===== src/verilog/nvc_pkg.sv =====
// Purpose: shared constants, types and helpers of the vectored interrupt controller
// Assumes: one clock, APB register access, 32 interrupt lines
// Notes: ranks are internal; 0 is most urgent, 7 means thread level
package nvc_pkg;
   // vector table and exception numbers
   localparam logic [31:0] VT_BASE = 32'h0000_0000;
   localparam logic [5:0] EXC_SP = 6'h00;
   localparam logic [5:0] EXC_RESET = 6'h01;
   localparam logic [5:0] EXC_IRQ0 = 6'h10;
   // sys slots: 0 nmi, 1 hard fault, 2 svc, 3 pendable_service_exception, 4 tick
   localparam int SYS_N = 5;
   localparam int SX_SVC = 2;
   localparam int SX_PENDABLE_SERVICE_EXCEPTION = 3;
   localparam int SX_TICK = 4;
   // ranks
   localparam logic [2:0] RANK_RESET = 3'h0;
   localparam logic [2:0] RANK_NMI = 3'h1;
   localparam logic [2:0] RANK_HARD = 3'h2;
   localparam logic [2:0] RANK_CFG0 = 3'h3;
   localparam logic [2:0] RANK_THREAD = 3'h7;
   localparam logic [1:0] PRIO_RESET = 2'h0;
   localparam int PRIO_LSB = 6;
   localparam int FIELD_W = 8;
   // implemented lines and lines that may wake the chip
   localparam logic [31:0] IRQ_IMPL = 32'h30FF_5F7F;
   localparam logic [31:0] IRQ_WAKE = 32'h100F_103F;
   // register byte offsets
   localparam logic [7:0] OFS_SETENA = 8'h00;
   localparam logic [7:0] OFS_CLRENA = 8'h04;
   localparam logic [7:0] OFS_SETPEND = 8'h08;
   localparam logic [7:0] OFS_CLRPEND = 8'h0C;
   localparam logic [7:0] OFS_PRIO0 = 8'h10;
   localparam logic [7:0] OFS_SYSPRI = 8'h30;
   localparam logic [7:0] OFS_SYSPEND = 8'h34;
   localparam logic [7:0] OFS_STATUS = 8'h38;
   localparam int STAT_RANK_LSB = 8;
   localparam int STAT_RUN_BIT = 16;

   typedef enum logic [1:0] {BOOT_SP, BOOT_VEC, RUNNING} nvc_boot_t;

   typedef struct packed {
      logic valid;
      logic initial_main_stack_pointer;
      logic [5:0] vec;
      logic [31:0] addr;
   } nvc_core_req_t;

   typedef struct packed {
      logic ack;
      logic ret;
      logic [5:0] ret_vec;
   } nvc_core_resp_t;

   typedef struct packed {
      nvc_boot_t boot;
      logic [31:0] enable;
      logic [31:0] pend;
      logic [31:0] active;
      logic [31:0][1:0] prio;
      logic [4:2][1:0] sys_prio;
      logic [SYS_N-1:0] sys_pend;
      logic [SYS_N-1:0] sys_act;
      nvc_core_req_t req;
      logic pready;
      logic pslverr;
      logic [31:0] prdata;
      logic wake;
   } nvc_state_t;

   localparam nvc_state_t ST_RESET = '0;

   function automatic logic [2:0] nvc_cfg_rank(logic [1:0] p);
      return {1'b0, p} + RANK_CFG0;
   endfunction

   function automatic logic [2:0] nvc_sys_rank(int k, logic [4:2][1:0] sp);
      if (k == 0)
         return RANK_NMI;
      else if (k == 1)
         return RANK_HARD;
      else
         return nvc_cfg_rank(sp[k]);
   endfunction

   function automatic logic [5:0] nvc_sys_vec(int k);
      logic [5:0] v;
      v = 6'h00;
      case (k)
         0: v = 6'h02;
         1: v = 6'h03;
         2: v = 6'h0B;
         3: v = 6'h0E;
         default: v = 6'h0F;
      endcase
      return v;
   endfunction

   function automatic logic [31:0] nvc_vec_addr(logic [5:0] v);
      return VT_BASE + {24'h00_0000, v, 2'b00};
   endfunction
endpackage


===== src/verilog/nvc_arbiter.sv =====
// Purpose: picks the most urgent candidate exception
// Assumes: candidates already gated by enable and pending
// Notes: ties go to the lower exception number
`timescale 1ns/10ps
module nvc_arbiter (
   input wire logic [31:0] cand,
   input wire logic [31:0][1:0] prio,
   input wire logic [nvc_pkg::SYS_N-1:0] sys_cand,
   input wire logic [4:2][1:0] sys_prio,
   output logic win_valid,
   output logic [5:0] win_vec,
   output logic [2:0] win_rank
);
   // scan downward so equal ranks settle on the lowest number
   always_comb
   begin
      win_valid = 1'b0;
      win_vec = 6'h00;
      win_rank = nvc_pkg::RANK_THREAD;
      for (int i = 31; i >= 0; i--)
      begin
         if (cand[i] && nvc_pkg::nvc_cfg_rank(prio[i]) <= win_rank)
         begin
            win_valid = 1'b1;
            win_rank = nvc_pkg::nvc_cfg_rank(prio[i]);
            win_vec = nvc_pkg::EXC_IRQ0 + 6'(i);
         end
      end
      for (int k = nvc_pkg::SYS_N - 1; k >= 0; k--)
      begin
         if (sys_cand[k] && nvc_pkg::nvc_sys_rank(k, sys_prio) <= win_rank)
         begin
            win_valid = 1'b1;
            win_rank = nvc_pkg::nvc_sys_rank(k, sys_prio);
            win_vec = nvc_pkg::nvc_sys_vec(k);
         end
      end
   end
endmodule


===== src/verilog/nvc_controller.sv =====
// Purpose: nested vectored interrupt controller with APB register access
// Assumes: sources and core signals are on pclk; core acks the presented vector
// Notes: one wait state on every APB access
// Contract
// - every configurable source has a level 0..3, 0 most urgent
// - all configurable levels read 0 after reset
// - reset, nmi, hard fault fixed above level 0; svc, pendable_service_exception, tick configurable
// - handler entry is the word at base zero plus exception number times four
// - word zero gives the initial main stack pointer, fetched first after reset
// - set and clear enable registers, write one acts, reads show enables
// - set and clear pending registers, write one acts, reads show pending
// - disabled lines still go pending but never activate
// - an active line stays active until reset or exception return
// - clearing pending never touches active state
// - each level sits in an 8-bit field, four fields per word
// - line 0 brown-out, line 1 watchdog; both wake the chip
// - lines 2 and 3 dedicated pin interrupts; both wake the chip
// - port groups on lines 4, 5, 16, 17; all wake the chip
// - line 6 pulse modulator, lines 20-23 captures; none wake
// - line 28 power-down wake request wakes; line 29 converter does not
// - only a strictly more urgent request preempts the running handler
// - requests are re-chosen at handler exit and during entry
`timescale 1ns/10ps
module nvc_controller (
   input wire logic pclk,
   input wire logic presetn,
   input wire logic psel,
   input wire logic penable,
   input wire logic pwrite,
   input wire logic [7:0] paddr,
   input wire logic [31:0] pwdata,
   output logic [31:0] prdata,
   output logic pready,
   output logic pslverr,
   input wire logic brownout_irq,
   input wire logic watchdog_irq,
   input wire logic ext_pin_irq_a,
   input wire logic ext_pin_irq_b,
   input wire logic port_group_a_irq,
   input wire logic port_group_b_irq,
   input wire logic port_group_c_irq,
   input wire logic port_group_d_irq,
   input wire logic pulse_mod_irq,
   input wire logic timer_a_irq,
   input wire logic timer_b_irq,
   input wire logic timer_c_irq,
   input wire logic timer_d_irq,
   input wire logic serial_port_irq,
   input wire logic sync_serial_irq,
   input wire logic two_wire_a_irq,
   input wire logic two_wire_b_irq,
   input wire logic capture_a_irq,
   input wire logic capture_b_irq,
   input wire logic capture_c_irq,
   input wire logic capture_d_irq,
   input wire logic powerdown_wake_irq,
   input wire logic converter_irq,
   input wire logic nmi_req,
   input wire logic hard_fault_req,
   input wire logic supervisor_call_exception,
   input wire logic system_tick_exception,
   input wire nvc_pkg::nvc_core_resp_t core_resp,
   output nvc_pkg::nvc_core_req_t core_req,
   output logic wake_req
);
   nvc_pkg::nvc_state_t s_ff;
   nvc_pkg::nvc_state_t nxt_s;
   logic [31:0] src;
   logic [31:0] hw_set;
   logic win_valid;
   logic [5:0] win_vec;
   logic [2:0] win_rank;
   logic [nvc_pkg::SYS_N-1:0] sys_hw;

   // address decode shared by read and write paths
   function automatic logic is_mapped(logic [7:0] a);
      return (a[1:0] == 2'b00) && (a <= nvc_pkg::OFS_STATUS);
   endfunction

   // byte address of the priority word holding line i
   function automatic logic [7:0] prio_addr(int i);
      return nvc_pkg::OFS_PRIO0 + 8'(4 * (i / 4));
   endfunction

   // lowest bit of the level in byte slot n of a word
   function automatic int fld_lsb(int n);
      return n * nvc_pkg::FIELD_W + nvc_pkg::PRIO_LSB;
   endfunction

   // one-hot line of an exception number
   function automatic logic [31:0] line_hits(logic [5:0] v);
      logic [31:0] h;
      h = 32'h0000_0000;
      for (int i = 0; i < 32; i++)
         h[i] = (v == nvc_pkg::EXC_IRQ0 + 6'(i));
      return h;
   endfunction

   // one-hot system slot of an exception number
   function automatic logic [nvc_pkg::SYS_N-1:0] sys_hits(logic [5:0] v);
      logic [nvc_pkg::SYS_N-1:0] h;
      h = '0;
      for (int k = 0; k < nvc_pkg::SYS_N; k++)
         h[k] = (v == nvc_pkg::nvc_sys_vec(k));
      return h;
   endfunction

   // rank of the most urgent active exception
   function automatic logic [2:0] run_rank(nvc_pkg::nvc_state_t st);
      logic [2:0] r;
      r = nvc_pkg::RANK_THREAD;
      if (st.boot != nvc_pkg::RUNNING)
         r = nvc_pkg::RANK_RESET;
      for (int i = 0; i < 32; i++)
      begin
         if (st.active[i] && nvc_pkg::nvc_cfg_rank(st.prio[i]) < r)
            r = nvc_pkg::nvc_cfg_rank(st.prio[i]);
      end
      for (int k = 0; k < nvc_pkg::SYS_N; k++)
      begin
         if (st.sys_act[k] && nvc_pkg::nvc_sys_rank(k, st.sys_prio) < r)
            r = nvc_pkg::nvc_sys_rank(k, st.sys_prio);
      end
      return r;
   endfunction

   // register read data
   function automatic logic [31:0] rd_word(logic [7:0] a, nvc_pkg::nvc_state_t st);
      logic [31:0] d;
      d = 32'h0000_0000;
      if (a == nvc_pkg::OFS_SETENA || a == nvc_pkg::OFS_CLRENA)
         d = st.enable;
      else if (a == nvc_pkg::OFS_SETPEND || a == nvc_pkg::OFS_CLRPEND)
         d = st.pend;
      else if (a == nvc_pkg::OFS_SYSPRI)
      begin
         for (int k = nvc_pkg::SX_SVC; k <= nvc_pkg::SX_TICK; k++)
            d[fld_lsb(k - nvc_pkg::SX_SVC) +: 2] = st.sys_prio[k];
      end
      else if (a == nvc_pkg::OFS_SYSPEND)
         d[nvc_pkg::SYS_N-1:0] = st.sys_pend;
      else if (a == nvc_pkg::OFS_STATUS)
      begin
         d[nvc_pkg::SYS_N-1:0] = st.sys_act;
         d[nvc_pkg::STAT_RANK_LSB +: 3] = run_rank(st);
         d[nvc_pkg::STAT_RUN_BIT] = (st.boot == nvc_pkg::RUNNING);
      end
      else
      begin
         for (int i = 0; i < 32; i++)
         begin
            if (a == prio_addr(i))
               d[fld_lsb(i % 4) +: 2] = st.prio[i];
         end
      end
      return d;
   endfunction

   // fixed source placement on the interrupt lines
   always_comb
   begin
      src = 32'h0000_0000;
      src[0] = brownout_irq;
      src[1] = watchdog_irq;
      src[2] = ext_pin_irq_a;
      src[3] = ext_pin_irq_b;
      src[4] = port_group_a_irq;
      src[5] = port_group_b_irq;
      src[16] = port_group_c_irq;
      src[17] = port_group_d_irq;
      src[6] = pulse_mod_irq;
      src[20] = capture_a_irq;
      src[21] = capture_b_irq;
      src[22] = capture_c_irq;
      src[23] = capture_d_irq;
      src[28] = powerdown_wake_irq;
      src[29] = converter_irq;
      src[8] = timer_a_irq;
      src[9] = timer_b_irq;
      src[10] = timer_c_irq;
      src[11] = timer_d_irq;
      src[12] = serial_port_irq;
      src[14] = sync_serial_irq;
      src[18] = two_wire_a_irq;
      src[19] = two_wire_b_irq;
   end

   // reserved lines never reach pending
   assign hw_set = src & nvc_pkg::IRQ_IMPL;
   assign sys_hw = {system_tick_exception, 1'b0, supervisor_call_exception, hard_fault_req, nmi_req};

   // winner among enabled pending sources
   nvc_arbiter u_arb (
      .cand(s_ff.pend & s_ff.enable & ~s_ff.active),
      .prio(s_ff.prio),
      .sys_cand(s_ff.sys_pend & ~s_ff.sys_act),
      .sys_prio(s_ff.sys_prio),
      .win_valid(win_valid),
      .win_vec(win_vec),
      .win_rank(win_rank)
   );

   // next state
   always_comb
   begin
      logic wr;
      logic take;
      logic [31:0] en_set;
      logic [31:0] en_clr;
      logic [31:0] pd_set;
      logic [31:0] pd_clr;
      logic [31:0] act_set;
      logic [31:0] act_clr;
      logic [nvc_pkg::SYS_N-1:0] sp_set;
      logic [nvc_pkg::SYS_N-1:0] sa_set;
      logic [nvc_pkg::SYS_N-1:0] sa_clr;
      wr = 1'b0;
      take = 1'b0;
      en_set = 32'h0000_0000;
      en_clr = 32'h0000_0000;
      pd_set = 32'h0000_0000;
      pd_clr = 32'h0000_0000;
      act_set = 32'h0000_0000;
      act_clr = 32'h0000_0000;
      sp_set = '0;
      sa_set = '0;
      sa_clr = '0;
      nxt_s = s_ff;

      // apb: one wait state, write lands on the completing edge
      nxt_s.pready = 1'b0;
      nxt_s.pslverr = 1'b0;
      if (psel && penable && !s_ff.pready)
      begin
         nxt_s.pready = 1'b1;
         nxt_s.pslverr = !is_mapped(paddr);
         nxt_s.prdata = is_mapped(paddr) ? rd_word(paddr, s_ff) : 32'h0000_0000;
      end
      wr = psel && penable && pwrite && s_ff.pready && is_mapped(paddr);
      if (wr && paddr == nvc_pkg::OFS_SETENA)
         en_set = pwdata;
      if (wr && paddr == nvc_pkg::OFS_CLRENA)
         en_clr = pwdata;
      if (wr && paddr == nvc_pkg::OFS_SETPEND)
         pd_set = pwdata;
      if (wr && paddr == nvc_pkg::OFS_CLRPEND)
         pd_clr = pwdata;
      if (wr && paddr == nvc_pkg::OFS_SYSPEND)
         sp_set = pwdata[nvc_pkg::SYS_N-1:0] & 5'h1C;
      // priority fields
      for (int i = 0; i < 32; i++)
      begin
         if (wr && paddr == prio_addr(i))
            nxt_s.prio[i] = pwdata[fld_lsb(i % 4) +: 2];
      end
      for (int k = nvc_pkg::SX_SVC; k <= nvc_pkg::SX_TICK; k++)
      begin
         if (wr && paddr == nvc_pkg::OFS_SYSPRI)
            nxt_s.sys_prio[k] = pwdata[fld_lsb(k - nvc_pkg::SX_SVC) +: 2];
      end

      // core taking the presented vector
      take = core_resp.ack && s_ff.req.valid;
      if (take && s_ff.boot == nvc_pkg::RUNNING)
      begin
         act_set = line_hits(s_ff.req.vec);
         sa_set = sys_hits(s_ff.req.vec);
      end
      // exception return retires only that handler
      if (core_resp.ret)
      begin
         act_clr = line_hits(core_resp.ret_vec);
         sa_clr = sys_hits(core_resp.ret_vec);
      end

      // enable: setting wins over clearing
      nxt_s.enable = ((s_ff.enable & ~en_clr) | en_set) & nvc_pkg::IRQ_IMPL;
      // pending: sources and set win over clear and activation
      nxt_s.pend = ((s_ff.pend & ~pd_clr & ~act_set) | hw_set | pd_set) & nvc_pkg::IRQ_IMPL;
      // active is untouched by pending clears or enable changes
      nxt_s.active = (s_ff.active & ~act_clr) | act_set;
      nxt_s.sys_pend = (s_ff.sys_pend & ~sa_set) | sys_hw | sp_set;
      nxt_s.sys_act = (s_ff.sys_act & ~sa_clr) | sa_set;

      // vector presentation
      unique case (s_ff.boot)
         nvc_pkg::BOOT_SP:
         begin
            nxt_s.req.valid = 1'b1;
            nxt_s.req.initial_main_stack_pointer = 1'b1;
            nxt_s.req.vec = nvc_pkg::EXC_SP;
            nxt_s.req.addr = nvc_pkg::VT_BASE;
            if (take)
            begin
               nxt_s.boot = nvc_pkg::BOOT_VEC;
               nxt_s.req.initial_main_stack_pointer = 1'b0;
               nxt_s.req.vec = nvc_pkg::EXC_RESET;
               nxt_s.req.addr = nvc_pkg::nvc_vec_addr(nvc_pkg::EXC_RESET);
            end
         end
         nvc_pkg::BOOT_VEC:
         begin
            if (take)
            begin
               nxt_s.boot = nvc_pkg::RUNNING;
               nxt_s.req.valid = 1'b0;
            end
         end
         nvc_pkg::RUNNING:
         begin
            // re-chosen every cycle: late arrival and tail chaining
            nxt_s.req.valid = !take && win_valid && (win_rank < run_rank(s_ff));
            nxt_s.req.initial_main_stack_pointer = 1'b0;
            nxt_s.req.vec = win_vec;
            nxt_s.req.addr = nvc_pkg::nvc_vec_addr(win_vec);
         end
         // unused state code: restart from the stack pointer word
         default:
         begin
            nxt_s.boot = nvc_pkg::BOOT_SP;
            nxt_s.req = '0;
         end
      endcase

      // wake request from enabled wake-capable sources
      nxt_s.wake = |(hw_set & s_ff.enable & nvc_pkg::IRQ_WAKE);
   end

   // state register; all levels start at zero
   always_ff @(posedge pclk or negedge presetn)
   begin
      if (!presetn)
         s_ff <= nvc_pkg::ST_RESET;
      else
         s_ff <= nxt_s;
   end

   // outputs straight from the state register
   assign prdata = s_ff.prdata;
   assign pready = s_ff.pready;
   assign pslverr = s_ff.pslverr;
   assign core_req = s_ff.req;
   assign wake_req = s_ff.wake;
endmodule


===== config.mk =====
export PLATFORM = sky130hd
export DESIGN_NAME = nvc_controller
export DESIGN_NICKNAME = d
export VERILOG_FILES = /design/src/verilog/nvc_pkg.sv /design/src/verilog/nvc_arbiter.sv /design/src/verilog/nvc_controller.sv
export SDC_FILE = /design/constraint.sdc
export NUM_CORES = 1
export LEC_CHECK = 0
export ABC_AREA = 0
export ABC_CLOCK_PERIOD_IN_PS = 36600
export BUFFER_PORTS_ARGS = -buffer_cell sky130_fd_sc_hd__buf_4
export CAP_MARGIN = 5
export CORE_MARGIN = 3
export CORE_UTILIZATION = 56
export CTS_CLUSTER_SIZE = 30
export DETAILED_ROUTE_END_ITERATION = 8
export PLACE_DENSITY = 0.79
export SLEW_MARGIN = 10
export SYNTH_ARGS = -nofsm -noshare
export SYNTH_HDL_FRONTEND = slang
export SYNTH_SLANG_ARGS = --single-unit

===== constraint.sdc =====
create_clock -name pclk -period 36.6 [get_ports pclk]
set_input_delay 3.66 -clock pclk [delete_from_list [all_inputs] [get_ports pclk]]
set_output_delay 3.66 -clock pclk [all_outputs]
set_load 0.05 [all_outputs]

# == After elaboration in Yosys (flattened, before gate mapping) ==
# Cells that the tools add are included.
# classes
n_eq_ne,93
n_addsub,35
n_bitwise,26
order_cmp,113
n_mux,570
reduce_logical,145
# ops
operator,count
$mux 3,411
$mux 6,48
$lt 3x3->1,75
$eq 6x5->1 const B,32
$eq 6x6->1 const B,32
$logic_and 1x1->1,135
$mux 32,4
$and 30x30->30,4
$mux 30,4
$pmux 39 s3,1
$add 2x2->3 const B,35
$le 3x3->1,34
$mux 2,47
$not 30->30,3
$or 30x30->30,3
$not 32->32,2
$eq 6x6->1,10
$eq 8x6->1 const B,7
$mux 5,10
$mux 1,41
$mux 39,1
$mux 34,1
$and 30x32->32,1
$and 32x32->32,1
other kinds (24),40
# word_totals
output_inout_bits,75
in_bits,80
ff_bits,235

# == Logic depth before layout (Yosys ltp) ==
# Gate-level depths: netlist of run 1.
# depth
depth_word,342
mapped_depth,229
depth_no_buf,225

# == Cells and area by module ==
# From an unflattened synthesis of run 1, not the netlist that was laid out.
# hier_totals
cells_unflattened,2821
hier_area_um2,20846.2
# by_module_without_submodules
module,n_inst,cells_each,area_each_um2,seq_area_each_um2
nvc_controller,1,1895,14918.1,4954.8
nvc_arbiter,1,926,5928.2,0.0

# == Least setup slack after synthesis of run 1 ==
# Ideal clock, no wire load.
# synth_timing
path_type,register -> register
startpoint,register s_ff[149] (netlist bit)
endpoint,register s_ff (netlist bit core_req[39])
arrival_time_ns,38.142
period_less_slack_ns,38.243
stages_incl_launch_ff,196
path_buffers,7
required_ns,36.499
path_slack_ns,-1.643
path_cell_list,dfrtp_1 -> inv_1 -> ha_1 -> nand2b_1 -> a311oi_1 -> nand2_1 -> inv_1 -> ha_1 -> nor2b_1 -> o21a_1 -> o21ai_0 -> a21oi_1 -> or2_2 -> ha_1 -> nor2b_1 -> o21a_1 -> o21ai_0 -> and2_1 -> [160 not listed] -> a21oi_1 -> ha_1 -> a21o_1 -> a21oi_1 -> a31oi_1 -> nor3b_1 -> clkbuf_1 -> a21oi_1 -> inv_1 -> nand2_1 -> a21o_1 -> a211oi_1 -> o22a_1 -> nor2_1 -> o21a_1 -> ha_1 -> o311a_1 -> o32ai_1
# synth_between
elab_chain_len,109
elab_cells_between_ends,177
classes_between,1 x add/sub; 44 x order compare; 87 x mux; 45 x reduce/logical
# synth_rtl
item,line,text
"start, declared",nvc_controller.sv:66,nvc_pkg::nvc_state_t s_ff;
"start signal, assigned",nvc_controller.sv:333,s_ff <= nvc_pkg::ST_RESET;
"start signal, assigned",nvc_controller.sv:335,s_ff <= nxt_s;
$add 2x2->3 *,nvc_pkg.sv:73,"return {1'b0, p} + RANK_CFG0;"
$le 3x3->1,nvc_arbiter.sv:22,if (cand[i] && nvc_pkg::nvc_cfg_rank(prio[i]) <= win_rank)
$logic_and 1x1->1,nvc_arbiter.sv:22,
$mux 3,nvc_arbiter.sv:22,
$le 3x3->1,nvc_arbiter.sv:22,
$logic_and 1x1->1,nvc_arbiter.sv:22,
$mux 3,nvc_arbiter.sv:22,
$le 3x3->1,nvc_arbiter.sv:22,
[93 not listed],n/a,
$logic_and 1x1->1,nvc_arbiter.sv:31,"if (sys_cand[k] && nvc_pkg::nvc_sys_rank(k, sys_prio) <= win_rank)"
$mux 3,nvc_arbiter.sv:31,
$le 1x3->1,nvc_arbiter.sv:31,
$logic_and 1x1->1,nvc_arbiter.sv:31,
$mux 3 / $mux 1 (equally long branches),nvc_arbiter.sv:31,
$lt 3x3->1 / $logic_and 1x1->1 (equally long branches),nvc_controller.sv:312,nxt_s.req.valid = !take && win_valid && (win_rank < run_rank(s_ff));
$logic_and 1x1->1 *,nvc_controller.sv:312,
$pmux 1 s3 *,nvc_controller.sv:286,unique case (s_ff.boot)
# Mark *: on every way between the ends. The rest lies on a longest branch, timed or not. The select of a mux whose other input is x is not followed.
# A chain may end at the register's enable or synchronous reset.

# == Final worst setup path of run 1 ==
# Ends and elaborated chain as after synthesis.

==> impl_metrics.toml, run 1 <==
[synthesis]
synth_top_area_share_pct = 28.0
ys_seq_area_share_pct = 28.0
avgSynthCellArea_um2 = 7.69
ys_async_sr_fraction_pct = 100
yosysUniqueCellTypes = 104
netlist_top_cells_area = "dfrtp_1 (28%), ha_1 (8.6%), nand2_1 (7.8%)"
synth_edf_count = 0
syn-cell-area_mm2 = 0.0177
syn_inst = 2300
synth_seq_cells = 198
synth_warnings = 0
synth.most_common_cell = "nand2_1"
synth.largest_area_cell = "dfrtp_1"
ys_top_cells_by_count = "nand2_1 (369), o21ai_0 (215), dfrtp_1 (198), inv_1 (182), nor2_1 (151)"
synth_flop_cell = "dfrtp_1"

[global_routing]
met1_usage_pct = 49.8
globalRouteMet2Util_pct = 59.6
use_met3_pct = 7.18
grt_pass1_vias = 17400
grt_pass1_wl_mm = 99.1
busiest_layer = "met2"
antenna_found_initial = 0
gr-total-overflow = 0
grt_use_total_pct = 37.7
grt_max_degree = 74

[floorplanning]
die_h_um = 184
die-width_um = 184
dieArea_mm2 = 0.0338
core_area_mm2 = 0.0308
initial_core_util_pct = 57.4
rows = 64
io_pins = 155

[placement]
hpwl_mm = 51.3
port_buffers = 118
finalWeightedCongestion = 1.05
placed_cell_area_mm2 = 0.0187

[pwr]
cellPowerDensity_mw_per_mm2 = 29.3
irDropWorstVdd_mv = 0.0434
fin_total_pwr_w = 0.000594
leakage_nw = 9.06

[clock_network]
cts_buffer_depth = 2
root_buffer = "clkbuf_16"
clk_latency_ns = 0.45
clk_pin_slew_ns = 0.08
postCtsHoldBufs = 0
cts_sinks = 198
cts_tree = "built"
h-tree-depth = 4
numCtsBuffers = 17

[sta]
final-setup-viol-count = 0
finalSetupTns_ns = 0
slew_headroom_pct = 21.7
fin_skew_ns = 0.0139
period_needed_ns = 35.55
worst_pin_slew_ns = 1.17
finalCritPeriodShare_pct = 97.1
final_hold_viol_count = 0
fmax_mhz = 28.1
final_max_slew_viol_count = 0
holdWs_ns = 0.477

[setup_path]
crit_path_max_fanout = 9
rr_worst_depth = 212
start_kind = "register"
cp-end-kind = "register"
cp_common_cell = "ha_1"
critical_path_class = "reg2reg"
cp.required_ns = 36.92
cp_slowest_cell = "or3_4"
arrival_ns = 35.87
slowest_delay_ns = 0.41

[routing]
drtIter0Drc = 2657
ant_nets = 0
routed-via-count = 19300
via_per_inst = 6.85
drc_errors = 0
wire_per_inst_um = 23.9
first_pass_iters = 8
drt-total-wl_mm = 67.5

[finish]
nNetsFinal = 2613
drive_above_1_share_pct = 17.6
nFillCells = 2619
final_cell_area_mm2 = 0.0203
synthToLayoutAreaGrowth_pct = 14.5
diodes = 0

[run]
drv_cap = 0

[hold_path]
hold_path.class = "reg2reg"
worstHoldPathCells = 2

[outcome]
status = "complete, no violations"
-- worst paths after layout --
check	startpoint	endpoint	slack, ns
max reg2reg	s_ff[149]	core_req[39]	1.05
max	s_ff[149]	core_req[39]	1.05
min reg2reg	prdata[23]	prdata[23]	0.48
max in group asynchronous	presetn	s_ff[162]	31.97
min	prdata[23]	prdata[23]	0.48
min in group asynchronous	presetn	prdata[12]	3.24
-- logic make-up (layout without fill, tap and decap cells) --
logic type               after synthesis  count (layout)  synth area share, %
AND/OR/NAND/NOR                      841             841                 22.5
AO/OA/AOI/OAI                        771             771                 29.8
buffers and inverters                331             424                 8.85
flip-flops                           198             198                 28.0
adder cells (fa/ha/maj)              130             130                 9.09
multiplexers                          26              26                 1.61
XOR/XNOR                               2               2               0.0990
other                                  1              31               0.0212
-- cell usage in the layout (no fill, tap or decap), types with 15 or more instances in the layout --
cell type / count
a21o_1: 31
a21oi_1: 116
a21oi_2: 15
a221oi_1: 30
a222oi_1: 15
a22o_1: 42
a22oi_1: 21
a31oi_1: 46
and2_1: 23
and3_1: 17
buf_4: 206
clkbuf_16: 17
conb_1: 31
dfrtp_1: 198
ha_1: 116
inv_1: 177
mux2_2: 17
nand2_1: 366
nand2b_1: 20
nand3_1: 62
nor2_1: 134
nor2b_1: 23
nor3_1: 41
o211ai_1: 22
o21a_1: 23
o21ai_0: 208
o31ai_1: 15
or3_1: 18
-- routing by layer --
metal  vias to the layer above  wire [um]  part of all wire [%]
li1                       8578          -                     -
met4                         0       4200                   6.2
met5                         -          0                     0
met2                      1345      30000                    44
met3                       241       8010                    12
met1                      9133      25300                    37
-- repair_timing --
action / 4_1_cts / 5_1_grt
pin swaps: 7 / 40
buffers inserted: 10 / 42
endpoints found under the setup margin: 7 / 7
gates resized for setup: 13 / 122
-- flip-flops by register name, indices dropped and copies added (netlist names) --
register	count
core_req	8
wake_req	1
s_ff	160
prdata	27
pslverr	1
pready	1
-- critical path, delay by kind of cell, from the launching register on --
kind,cells,cell delay (ns)
AND/OR/NAND/NOR,57,10.17
adder cells (fa/ha/maj),26,6.70
flip-flops,1,0.40
buffers and inverters,32,4.23
multiplexers,4,1.38
AO/OA/AOI/OAI,93,12.53
-- layout make-up --
class | count | area, um^2 | share of cell area, %
Sequential cell | 198 | 4950 | 24.5
Multi-Input combinational cell | 1801 | 11900 | 59.0
Timing Repair Buffer | 211 | 1610 | 7.93
Tap cell | 396 | 495 | 2.45
Inverter | 182 | 687 | 3.39
Clock inverter | 13 | 141 | 0.698
Clock buffer | 18 | 429 | 2.12
-- power breakdown --
group          leakage (nW)  total [W]  internal, W  switching [W]
clock network         0.269   0.000189    0.0000959      0.0000933
logic                  6.56   0.000158    0.0000537       0.000104
registers              2.23   0.000247     0.000227      0.0000203
-- stage by stage --
| stage | utilization, % | setup WS [ns] | std cells |
|---|---|---|---|
| finish | 65.7 | 1.05 | 2819 |
| global route | 65.7 | -0.856 | 2819 |
| CTS | 62.8 | 0.0745 | 2777 |
| detailed placement | 60.5 | -1.89 | 2736 |
| global placement | 60.5 | -0.600 | 2736 |
| floorplan | - | 0.0423 | 2330 |
Power figures use the tool's default switching activity.
==> inputs of run 2 (changes only) <==
- ABC_CLOCK_PERIOD_IN_PS: 36600 -> 40600
- CORE_UTILIZATION: 56 -> 62
- PLACE_DENSITY: 0.79 -> 0.82
- clock period: 36.6 -> 40.6 ns (I/O delays scaled with it)
==> run 2 against run 1 <==
Compared with the run above: routed wire length is 2.5% lower; clock power is 7% lower; clock skew is 0.0074 ns higher; register-to-register slack better by 1.4 ns; first-iteration DRC count is 0.64% higher; largest power group unchanged; design area is 4.8% lower; worst hold slack worse by 0.0042 ns.
==> impl_metrics.toml, run 2 (synthesis gave the netlist of run 1 again) <==
[setup_path]
cp.buffers_inverters = 17
start_kind = "register"
arrival_ns = 38.45
cp_top_family = "compound AO/OA/AOI/OAI gates"
cp_slowest_cell = "dfrtp_1"
cp-end-kind = "register"
crit_path_max_fanout = 13
cp.required_ns = 40.92
slowest_delay_ns = 0.49
critical_path_class = "reg2reg"

[finish]
largest_register_ffs = 160
nFillCells = 2381
diodes = 0
final_cell_area_mm2 = 0.0193
mostFrequentLayoutCells = "nand2_1 (369), o21ai_0 (211), dfrtp_1 (198)"
drive_above_1_share_pct = 12.0
synthToLayoutAreaGrowth_pct = 9.03
nNetsFinal = 2560
largest_register = "s_ff"
final_common_cell = "nand2_1"

[clock_network]
cts_tree = "built"
cts_buffer_depth = 2
h-tree-depth = 4
clk_latency_ns = 0.46
clk_pin_slew_ns = 0.09
root_buffer = "clkbuf_16"
postCtsHoldBufs = 0
numCtsBuffers = 17
cts_sinks = 198

[sta]
final_max_slew_viol_count = 0
finalSetupTns_ns = 0
fin_ws_ns = 2.47
period_needed_ns = 38.13
holdWs_ns = 0.473
worst_pin_slew_ns = 1.21
final_hold_viol_count = 0
fmax_mhz = 26.2
fin_skew_ns = 0.0213
finalCritPeriodShare_pct = 93.9
slew_headroom_pct = 19.3
final-setup-viol-count = 0

[routing]
drtIter0Drc = 2674
via_per_inst = 6.94
drc_errors = 0
routed-via-count = 19100
wire_per_inst_um = 23.9
ant_nets = 0
drt-total-wl_mm = 65.8
first_pass_iters = 6

[pwr]
seqPwrFrac_pct = 42.0
sw_frac_of_total_pct = 37.5
pwr-share-clk_pct = 33.1
irDropWorstVdd_mv = 0.0301
cellPowerDensity_mw_per_mm2 = 27.4
power.internal_w = 0.000331
leakage_nw = 8.74
p_switching_w = 0.000198
power_frac_comb_pct = 24.9

[floorplanning]
io_pins = 155
core_area_mm2 = 0.0279
dieArea_mm2 = 0.0306
initial_core_util_pct = 63.3
rows = 61
die-width_um = 175
die_h_um = 175

[global_routing]
grt_max_degree = 117
antenna_found_initial = 1
grt_pass1_vias = 17900
gr-total-overflow = 0
grt_pass1_wl_mm = 99.5
grt_use_total_pct = 41.5

[placement]
hpwl_mm = 51.1
pre_cts_slack_ns = -0.206
finalWeightedCongestion = 1.01
port_buffers = 118
placed_cell_area_mm2 = 0.0185

[run]
drv_cap = 0

[hold_path]
hold_path.class = "reg2reg"

[outcome]
status = "complete, no violations"
-- run 2: cell types whose count changed in the layout (fill, tap and decap cells not counted), sizes merged --
cell      previous run  this run
bufinv               1         0
inv                187       189
clkbuf              19        18
buf                210       157
clkinvlp             4         2
clkinv               3         6
-- run 2: area by class of cell --
| cell class | instances | area [um^2] | share of cell area, % |
|---|---|---|---|
| clock inverters | 15 | 181 | 0.941 |
| multi-input cells | 1801 | 11400 | 59.0 |
| clock buffers | 17 | 425 | 2.21 |
| repair buffers | 158 | 1190 | 6.18 |
| inverters | 182 | 683 | 3.54 |
| flip-flops and latches | 198 | 4950 | 25.7 |
| well taps | 378 | 473 | 2.45 |
-- run 2: path summary, 6_finish.rpt --
path	start	end	slack [ns]	cells past startpoint
max in group asynchronous	presetn	s_ff[133]	35.13	2
hold / removal	prdata[23]	prdata[23]	0.47	2
setup / recovery	s_ff[149]	core_req[39]	2.47	202
min in group asynchronous	presetn	s_ff[129]	3.78	1
hold reg to reg	prdata[23]	prdata[23]	0.47	2
setup reg to reg	s_ff[149]	core_req[39]	2.47	202
-- run 2: tightest hold or removal path: stages, from the launching register on --
cell,delay [ns]
dfrtp_1,0.35
nand2_1,0.05
nand2_1,0.05
-- run 2: per-layer routing --
metal  track usage, %  share of wire, %  vias to the layer above
li1                 -                 -                     8474
met5                0             0.021                        -
met1             53.7                37                     8975
met3             9.34                12                      281
met2             63.9                44                     1337
met4             24.4               7.0                        2
-- run 2: timing repair --
action | in CTS | in global routing
buffers inserted | 0 | 9
cloned | 0 | 0
setup endpoints to repair | 5 | 7
pin swaps | 0 | 8
hold endpoints to repair | 0 | 0
resized for setup | 2 | 20
-- run 2: stage by stage --
step / total power (W) / utilization [%] / cells
after floorplan: 0.000316 / - / 2330
after global placement: 0.000349 / 66.3 / 2708
after detailed placement: 0.000352 / 66.3 / 2708
after CTS: 0.000523 / 68.5 / 2740
after global routing: 0.000546 / 69.1 / 2749
final: 0.000529 / 69.1 / 2749
-- run 2: power groups by stage --
stage	Clock, W	Combinational, W	Sequential [W]
finish	0.000175	0.000132	0.000222
global route	0.000183	0.000141	0.000222
CTS	0.000175	0.000128	0.000221
detailed placement	0	0.000127	0.000225
global placement	0	0.000124	0.000224
floorplan	0	0.000102	0.000214
